### config.mk
export PLATFORM = sky130hd
export DESIGN_NAME = cfle_bank
export DESIGN_NICKNAME = d
export VERILOG_FILES = /design/src/logic/cfle_bank.v
export VERILOG_INCLUDE_DIRS = /design/src /design/src/pkg
export SDC_FILE = /design/constraint.sdc
export NUM_CORES = 1
export LEC_CHECK = 0
export ABC_AREA = 1
export ABC_CLOCK_PERIOD_IN_PS = 1700
export BUFFER_PORTS_ARGS = -buffer_cell sky130_fd_sc_hd__buf_2
export CORE_MARGIN = 8
export CORE_UTILIZATION = 54
export DETAILED_ROUTE_END_ITERATION = 10
export GPL_TIMING_DRIVEN = 0
export PLACE_DENSITY = 0.74
export SKIP_CTS_REPAIR_TIMING = 1
export SYNTH_ARGS = -nofsm -noshare
export SYNTH_HDL_FRONTEND = slang
export SYNTH_SLANG_ARGS = --single-unit
export TNS_END_PERCENT = 50
### constraint.sdc
create_clock -name clk -period 1.7 [get_ports clk]
set_clock_uncertainty 0.2 [all_clocks]
set_input_delay 0.51 -clock clk [delete_from_list [all_inputs] [get_ports clk]]
set_output_delay 0.51 -clock clk [all_outputs]
set_load 0.005 [all_outputs]
### src/pkg/cfle_defines.vh
// Constants for the critical fault log enable register bank
// Behaviour
// - Log control 00 saves flags and values, 01 flags, 10 values, 11 nothing.
// - First undervoltage enable bit n routes undervoltage of input n+1 to logging.
// - Second enable bits 0-3 route undervoltage of inputs 9-12 to logging.
// - Second enable bits 4-6 route overvoltage of inputs 1-3 to logging.
// - Third enable bits 0-3 route overvoltage of inputs 5-8 to logging.
// - Third enable bits 4-5 route overvoltage of inputs 9-10 to logging.
// - Enabled critical fault turns off sequencing outputs and starts a log transfer.
// - After a log the memory locks; software writes unlock before next log.
// - Per-input flag sets only when its enable is set; fault outputs unmasked.
`ifndef CFLE_DEFINES_VH
`define CFLE_DEFINES_VH
// ==========================================================
// Register offsets
`define CFLE_OFF_CTRL    8'h47
`define CFLE_OFF_UV_LOW  8'h48
`define CFLE_OFF_UV_OV   8'h49
`define CFLE_OFF_OV_MID  8'h4A
`define CFLE_OFF_STATUS  8'h50
`define CFLE_OFF_MASK    8'h51
`define CFLE_OFF_UNLOCK  8'h52
`define CFLE_OFF_FLAG_LO 8'h53
`define CFLE_OFF_FLAG_HI 8'h54
// ==========================================================
// Fields
`define CFLE_MODE_BOTH   2'h0
`define CFLE_MODE_FLAGS  2'h1
`define CFLE_MODE_VALUES 2'h2
`define CFLE_MODE_NONE   2'h3
`define CFLE_UNLOCK_BIT  1
`define CFLE_ST_LOG      0
`define CFLE_ST_BLOCKED  1
`define CFLE_RST_BYTE    8'h00
`endif

### src/logic/cfle_bank.v
// Critical fault log enable registers, trigger and lock logic
`include "cfle_defines.vh"
module cfle_bank #(
	parameter N_INPUTS = 12
) (
	input  wire                clk,
	input  wire                arst_n,
	input  wire [7:0]          addr,
	input  wire [7:0]          wdata,
	input  wire                wr,
	input  wire                rd,
	output reg  [7:0]          rdata,
	input  wire [N_INPUTS-1:0] uv_fault,
	input  wire [N_INPUTS-1:0] ov_fault,
	output reg                 seq_off,
	output reg                 log_start,
	output reg                 log_flags,
	output reg                 log_values,
	output reg                 log_locked,
	output reg  [N_INPUTS-1:0] fault_flag,
	output reg                 irq
);
	// ==========================================================
	// Registers
	reg [1:0]          ctrl;
	reg [7:0]          uv_low;
	reg [7:0]          uv_ov;
	reg [7:0]          ov_mid;
	reg [1:0]          status;
	reg [1:0]          mask;
	reg [N_INPUTS-1:0] uv_s1;
	reg [N_INPUTS-1:0] uv_s2;
	reg [N_INPUTS-1:0] ov_s1;
	reg [N_INPUTS-1:0] ov_s2;
	reg [N_INPUTS-1:0] uv_en;
	reg [N_INPUTS-1:0] ov_en;
	reg [N_INPUTS-1:0] hit;
	reg [N_INPUTS-1:0] flag_clr;
	reg [15:0]         flag_pad;
	wire               any_hit;
	wire               do_log;
	wire               unlock_wr;
	wire [1:0]         st_set;
	wire [1:0]         st_clr;

	// Write decode shared by all write-one actions
	function hitw;
		input [7:0] a;
		input [7:0] off;
		begin
			hitw = (a == off);
		end
	endfunction

	// ==========================================================
	// Enable mapping of register bits to inputs
	always @* begin
		uv_en = {N_INPUTS{1'b0}};
		ov_en = {N_INPUTS{1'b0}};
		uv_en[7:0] = uv_low;
		uv_en[11:8] = uv_ov[3:0];
		ov_en[2:0] = uv_ov[6:4];
		ov_en[3] = uv_ov[7];
		ov_en[7:4] = ov_mid[3:0];
		ov_en[9:8] = ov_mid[5:4];
		hit = (uv_s2 & uv_en) | (ov_s2 & ov_en);
		flag_clr = {N_INPUTS{1'b0}};
		flag_pad = 16'h0000;
		if (wr && hitw(addr, `CFLE_OFF_FLAG_LO))
			flag_pad[7:0] = wdata;
		if (wr && hitw(addr, `CFLE_OFF_FLAG_HI))
			flag_pad[15:8] = wdata;
		flag_clr = flag_pad[N_INPUTS-1:0];
	end

	assign any_hit   = |hit;
	// Only one log per unlock; later faults are blocked
	assign do_log    = any_hit & ~log_locked;
	assign unlock_wr = wr & hitw(addr, `CFLE_OFF_UNLOCK)
		& wdata[`CFLE_UNLOCK_BIT];
	assign st_set    = {any_hit & log_locked, do_log};
	assign st_clr    = (wr && hitw(addr, `CFLE_OFF_STATUS)) ?
		wdata[1:0] : 2'h0;

	// ==========================================================
	// Fault input synchronisers; fault sources are off-domain
	always @(posedge clk or negedge arst_n) begin
		if (!arst_n) begin
			uv_s1 <= {N_INPUTS{1'b0}};
			uv_s2 <= {N_INPUTS{1'b0}};
			ov_s1 <= {N_INPUTS{1'b0}};
			ov_s2 <= {N_INPUTS{1'b0}};
		end else begin
			uv_s1 <= uv_fault;
			uv_s2 <= uv_s1;
			ov_s1 <= ov_fault;
			ov_s2 <= ov_s1;
		end
	end

	// ==========================================================
	// Register writes
	always @(posedge clk or negedge arst_n) begin
		if (!arst_n) begin
			ctrl   <= `CFLE_MODE_BOTH;
			uv_low <= `CFLE_RST_BYTE;
			uv_ov  <= `CFLE_RST_BYTE;
			ov_mid <= `CFLE_RST_BYTE;
			mask   <= 2'h0;
		end else if (wr) begin
			if (hitw(addr, `CFLE_OFF_CTRL))
				ctrl <= wdata[1:0];
			if (hitw(addr, `CFLE_OFF_UV_LOW))
				uv_low <= wdata;
			if (hitw(addr, `CFLE_OFF_UV_OV))
				uv_ov <= wdata;
			if (hitw(addr, `CFLE_OFF_OV_MID))
				ov_mid <= wdata;
			if (hitw(addr, `CFLE_OFF_MASK))
				mask <= wdata[1:0];
		end
	end

	// ==========================================================
	// Flags, lock, log request; set wins over clear
	always @(posedge clk or negedge arst_n) begin
		if (!arst_n) begin
			fault_flag <= {N_INPUTS{1'b0}};
			log_locked <= 1'b0;
			seq_off    <= 1'b0;
			log_start  <= 1'b0;
			log_flags  <= 1'b0;
			log_values <= 1'b0;
			status     <= 2'h0;
			irq        <= 1'b0;
		end else begin
			fault_flag <= (fault_flag & ~flag_clr) | hit;
			status     <= (status & ~st_clr) | st_set;
			irq        <= |(((status & ~st_clr) | st_set) & mask);
			log_start  <= do_log;
			// Mode 11 still shuts down, but stores nothing
			log_flags  <= do_log & ((ctrl == `CFLE_MODE_BOTH) |
				(ctrl == `CFLE_MODE_FLAGS));
			log_values <= do_log & ((ctrl == `CFLE_MODE_BOTH) |
				(ctrl == `CFLE_MODE_VALUES));
			if (any_hit)
				seq_off <= 1'b1;
			else if (unlock_wr)
				seq_off <= 1'b0;
			if (do_log)
				log_locked <= 1'b1;
			else if (unlock_wr)
				log_locked <= 1'b0;
		end
	end

	// ==========================================================
	// Read port; data one cycle after the strobe, zero otherwise
	always @(posedge clk or negedge arst_n) begin
		if (!arst_n)
			rdata <= 8'h00;
		else if (!rd)
			rdata <= 8'h00;
		else begin
			case (addr)
			`CFLE_OFF_CTRL:    rdata <= {6'h00, ctrl};
			`CFLE_OFF_UV_LOW:  rdata <= uv_low;
			`CFLE_OFF_UV_OV:   rdata <= uv_ov;
			`CFLE_OFF_OV_MID:  rdata <= ov_mid;
			`CFLE_OFF_STATUS:  rdata <= {6'h00, status};
			`CFLE_OFF_MASK:    rdata <= {6'h00, mask};
			`CFLE_OFF_UNLOCK:  rdata <= {6'h00, log_locked, 1'b0};
			`CFLE_OFF_FLAG_LO: rdata <= fault_flag[7:0];
			`CFLE_OFF_FLAG_HI: rdata <= {4'h0, fault_flag[11:8]};
			default:           rdata <= 8'h00;
			endcase
		end
	end
endmodule // cfle_bank

Word-level counts from Yosys, hierarchy flattened
Cells that the tools add are included.
{"block": "word_totals", "register_bits": 104, "latchBits": 0, "ramBits": 0, "romBits": 0, "word_cells": 69, "mem_count": 0}
{"block": "classes", "n_addsub": 0, "n_mul": 0, "n_div": 0, "magnitude_cmp": 0, "eq_ne": 11, "shift": 0, "muxes": 8, "n_bitwise": 19, "n_reduce_logical": 13}
{"op": "equality test 8 x 7 -> 1 bit, second input constant", "count": 9}
{"op": "one-hot mux 8 bit (9 select lines)", "count": 1}
{"op": "bitwise AND 12 bit", "count": 2}
{"op": "OR 12 bit", "count": 2}
{"op": "two-way mux 8 bit", "count": 2}
{"op": "bitwise AND 12 x 10 -> 12 bit", "count": 1}
{"op": "inverter 12 bit", "count": 1}
{"op": "OR reduction 12 bit", "count": 1}
{"op": "AND reduction 2 bit", "count": 5}
{"op": "bitwise AND 1 bit", "count": 6}
{"op": "bitwise AND 2 bit", "count": 2}
{"op": "two-way mux 4 bit", "count": 1}
{"op": "nonzero test 2 bit", "count": 2}
{"op": "logical AND 1 bit", "count": 3}
{"op": "two-way mux 1 bit", "count": 3}
{"op": "equality test 2 x 1 -> 1 bit, second input constant", "count": 1}
{"op": "equality test 2 bit, second input constant", "count": 1}
{"op": "logical NOT 2 bit", "count": 1}
{"op": "two-way mux 2 bit", "count": 1}
{"op": "inverter 2 bit", "count": 1}
{"op": "OR 1 bit", "count": 2}
{"op": "OR 2 bit", "count": 1}
{"op": "OR reduction 2 bit", "count": 1}
{"op": "inverter 1 bit", "count": 1}

Depth between registers and ports, before layout
{"block": "depth", "word_depth": 8, "mapped_depth": 10}

Worst setup path before layout
Ideal clock, no wire load.
{"block": "synth_timing", "path_kind": "input to register", "startpoint": "input addr[5]", "endpoint": "register fault_flag[2]", "arrival_ns": 1.340, "path_slack_ns": 0.027, "cell_stages": 7, "path_cell_list": "inv_1 -> nand2_1 -> nor2_4 -> buf_6 -> nand2_4 -> o31ai_1 -> nand3_1"}
{"block": "synth_via", "elab_chain_len": 6}
{"item": "from (decl)", "line": "cfle_bank.v:8", "rtl": "input wire [7:0] addr,"}
{"item": "equality test 8 x 7 -> 1 bit", "line": "cfle_bank.v:51", "rtl": "hitw = (a == off);"}
{"item": "logical AND 1 bit", "line": "cfle_bank.v:69", "rtl": "if (wr && hitw(addr, `CFLE_OFF_FLAG_LO))"}
{"item": "two-way mux 8 bit", "line": "cfle_bank.v:69"}
{"item": "inverter 12 bit", "line": "cfle_bank.v:137", "rtl": "fault_flag <= (fault_flag & ~flag_clr) | hit;"}
{"item": "bitwise AND 12 bit", "line": "cfle_bank.v:137"}
{"item": "OR 12 bit", "line": "cfle_bank.v:137"}
{"item": "to (signal assigned)", "line": "cfle_bank.v:128", "rtl": "fault_flag <= {N_INPUTS{1'b0}};"}
{"item": "to (signal assigned)", "line": "cfle_bank.v:137"}
{"item": "to (decl)", "line": "cfle_bank.v:20", "rtl": "output reg [N_INPUTS-1:0] fault_flag,"}
Every way passes these cells.
A chain may end at the register's enable or synchronous reset.

Worst setup path in the final report
{"block": "layout_timing", "startpoint": "input addr[5]", "endpoint": "register uv_low[0]"}
{"block": "layout_via", "elab_chain_len": 2}
{"item": "equality test 8 x 7 -> 1 bit", "line": "cfle_bank.v:51"}
{"item": "AND reduction 2 bit (no source line)"}
{"item": "to (signal assigned)", "line": "cfle_bank.v:106", "rtl": "uv_low <= `CFLE_RST_BYTE;"}
{"item": "to (signal assigned)", "line": "cfle_bank.v:114", "rtl": "uv_low <= wdata;"}
{"item": "to (decl)", "line": "cfle_bank.v:26", "rtl": "reg [7:0] uv_low;"}
Every way passes these cells.

==> impl_metrics.csv <==
group,metric,value,unit
outcome,status,"completed",
power_and_ir_drop,leakage,2.38,nW
setup_path,r2r_cells,10,
setup_path,worst_path_max_delay_cell,"nor2_8",
grt,grt_usage,18.8,%
die,die-area,10300,um^2
timing,timing.hold.ws,0.0486,ns
setup_path,cp-start-kind,"primary input",
timing,final-max-slew-violation-count,0,
hold_path,hold_end,"uv_s1[10]$_DFF_PN0_",
yosys,yosys.cell_count.top_type,"nand2_1",
yosys,ys_top_cells_by_area,"dfrtp_1, nand2_1, nand3_1",
yosys,syn_area,3950,um^2
placed_design,portBuffers,66,
finish,antenna_cells,0,
timing,fin_crit_sh,97.1,%
setup_path,r2r_start,"uv_ov[0]$_DFFE_PN0P_",
routing,wire_per_inst,15.0,um
clock_tree,cts_buffers,9,
setup_path,worst_path_most_repeated_cell,"nand2_4",
grt,first_global_vias,3077,
power_and_ir_drop,ir_worst_vdd,0.487,mV
clock_tree,clkTransAtPathRegs,0.09,ns
placed_design,place_ws,-0.393,ns
routing,drt.antenna.violating_nets,0,
clock_tree,clk_path_buf_depth,2,
finish,nFillCells,582,
yosys,synth_nets,437,
clock_tree,cts_sinks,100,
finish,fin_nets,522,
routing,drt_wl_total,8730,um
setup_path,required,1.75,ns
power_and_ir_drop,cellPowerDensity,904,nW/um^2
grt,grt_overflow,0,
yosys,synth.distinct_cells,23,
timing,tightest_slew,0.454,ns
timing,worst_slack,0.0501,ns
placed_design,gp_congestion,0.843,
hold_path,min_from,"uv_fault[10]",
die,die_h,102,um
hold_path,hold_path.class,"in -> reg",
die,die_w,102,um
setup_path,worst-r2r-setup-slack,0.12,ns
routing,drtIter0Drc,132,
grt,grt_max_degree,68,
timing,relSlewSlack,69.7,%
yosys,yosysSeqAreaShare,63.3,%
finish,layout-drive-gt1-share,28.8,%
setup_path,cp_top_family,"simple AND/OR/NAND/NOR gates",
die,core_area,7180,um^2
die,initial_core_util,55.1,%
clock_tree,htree_levels,3,
grt,antenna_found_initial,0,
yosys,ys_seq_elements,100,
placed_design,dp_hpwl,6390,um
yosys,yosys_warnings,0,
yosys,yosysTopAreaCell,"dfrtp_1",
setup_path,critPathLaunch,"addr[5]",
setup_path,crit_chain,"buf_2 > inv_1 > nand2_4 > nor2_8 > nand2_4 > nor2_8 > nand2_4 > buf_6 > nand2_2 > o21ai_2",
setup_path,endpoint_kind,"flip-flop",
grt,grt_pass1_wl,14900,um
clock_tree,cts_root_buffer,"clkbuf_8",
finish,layout.cells.non_filler,582,
setup_path,path_max_fanout,10,
placed_design,place_area,4440,um^2
setup_path,slowest_delay,0.20,ns
timing,min_period,1.65,ns
setup_path,critPathArrivalTime,1.69,ns
timing,setup_viol,0,
timing,rsz0062_at_grt,"yes",
clock_tree,clock_latency,0.36,ns
yosys,yosysTopAreaCellShare,63.3,%
clock_tree,cts_tree,"yes",
timing,hold_violations,0,
hold_path,whs_path_depth,1,
setup_path,cp_num_buf_inv,3,
routing,vias,2965,
yosys,synthCells,393,
yosys,synthArstFlopShare,100,%
die,rows,31,
yosys,synth_edf_count,0,
setup_path,critical_path_class,"in -> reg",
routing,vias_per_cell,5.09,
timing,finalSetupTns,0,ns
setup_path,reg2reg_to,"irq$_DFF_PN0_",
routing,dr.pass1.iters,4,
finish,finalInstanceArea,4710,um^2
yosys,synth_flop_cell,"dfrtp_1",
timing,max_freq,606,MHz
routing,drc,0,
placed_design,dp.cells,559,
yosys,syn_avg_cell_area,10.1,um^2
finish,synthToLayoutAreaGrowth,19.1,%
yosys,synthTopCellsByCount,"nand2_1, dfrtp_1, inv_1",
run,drv_cap,0,
die,io_pins,70,
## logic make-up (layout without fill, tap and decap cells)
kind of cell / Yosys count / in the layout / share of synthesized area, %
and+or+nand+nor: 197 / 197 / 23.2
AOI/OAI and AO/OA: 53 / 53 / 8.73
DFF: 100 / 100 / 63.3
buffers and inverters: 43 / 133 / 4.81
## worst max-delay path by stage
| stage | to | slack, ns | cells past startpoint |
|---|---|---|---|
| floorplan | fault_flag[2]$_DFF_PN0_ | 0.03 | 7 |
| global placement | uv_s1[10]$_DFF_PN0_ | -1.06 | 1 |
| detailed placement | fault_flag[9]$_DFF_PN0_ | -0.39 | 9 |
| CTS | irq$_DFF_PN0_ | -0.04 | 10 |
| global route | irq$_DFF_PN0_ | -0.04 | 10 |
| finish | uv_low[0]$_DFFE_PN0P_ | 0.05 | 10 |
## layer usage
layer | vias to the layer above | track usage [%] | wire [um]
met2 | 101 | 31.1 | 4260
met4 | 0 | 6.41 | 135
met5 | - | 0 | 0
met1 | 1421 | 22.7 | 3590
met3 | 15 | 5.84 | 747
li1 | 1428 | - | -
## final cells by class
class | instances | area [um^2] | share of cell area, %
Buffer | 5 | 46.3 | 0.983
Clock buffer | 13 | 159 | 3.37
Clock inverter | 3 | 21.3 | 0.452
Inverter | 38 | 144 | 3.05
Multi-Input combinational cell | 250 | 1300 | 27.6
Sequential cell | 100 | 2500 | 53.1
Tap cell | 99 | 124 | 2.63
Timing Repair Buffer | 74 | 415 | 8.82
## placed cells by master, fill, tap and decap left out, drive strengths merged
cell           n
nand2        124
dfrtp        100
buf           78
o21ai         42
inv           37
nor2          36
nand3         33
clkbuf        13
o31ai          8
a21oi          3
clkinv         3
nand4          3
and2           1
clkinvlp       1
dlygate4sd3    1
## flip-flops by register name (all words and copies together) (netlist names), 2 cells and up
signal and cells:
ctrl 2, fault_flag 12, mask 2, ov_mid 8
ov_s1 10, ov_s2 10, rdata 8, status 2
uv_low 8, uv_ov 8, uv_s1 12, uv_s2 12
## worst reg2reg max path, delay by kind of cell, from the launching register on
kind	cells	cell delay (ns)
DFF	1	0.41
and+or+nand+nor	10	0.87
## power breakdown
group | switching, mW | leakage (nW) | total [mW] | internal (mW)
combinational | 0.215 | 1.08 | 0.338 | 0.123
clock | 0.773 | 0.0896 | 1.39 | 0.614
sequential | 0.0559 | 1.21 | 2.54 | 2.48
total | 1.04 | 2.38 | 4.26 | 3.22
## per-stage QoR
| step | utilization [%] | total power, mW |
|---|---|---|
| after CTS | 64.4 | 4.27 |
| after global placement | 61.4 | 2.89 |
| after floorplan | - | 2.73 |
| after global routing | 65.6 | 4.44 |
| final | 65.6 | 4.26 |
| after detailed placement | 61.8 | 2.90 |
(Power assumes the default switching activity.)
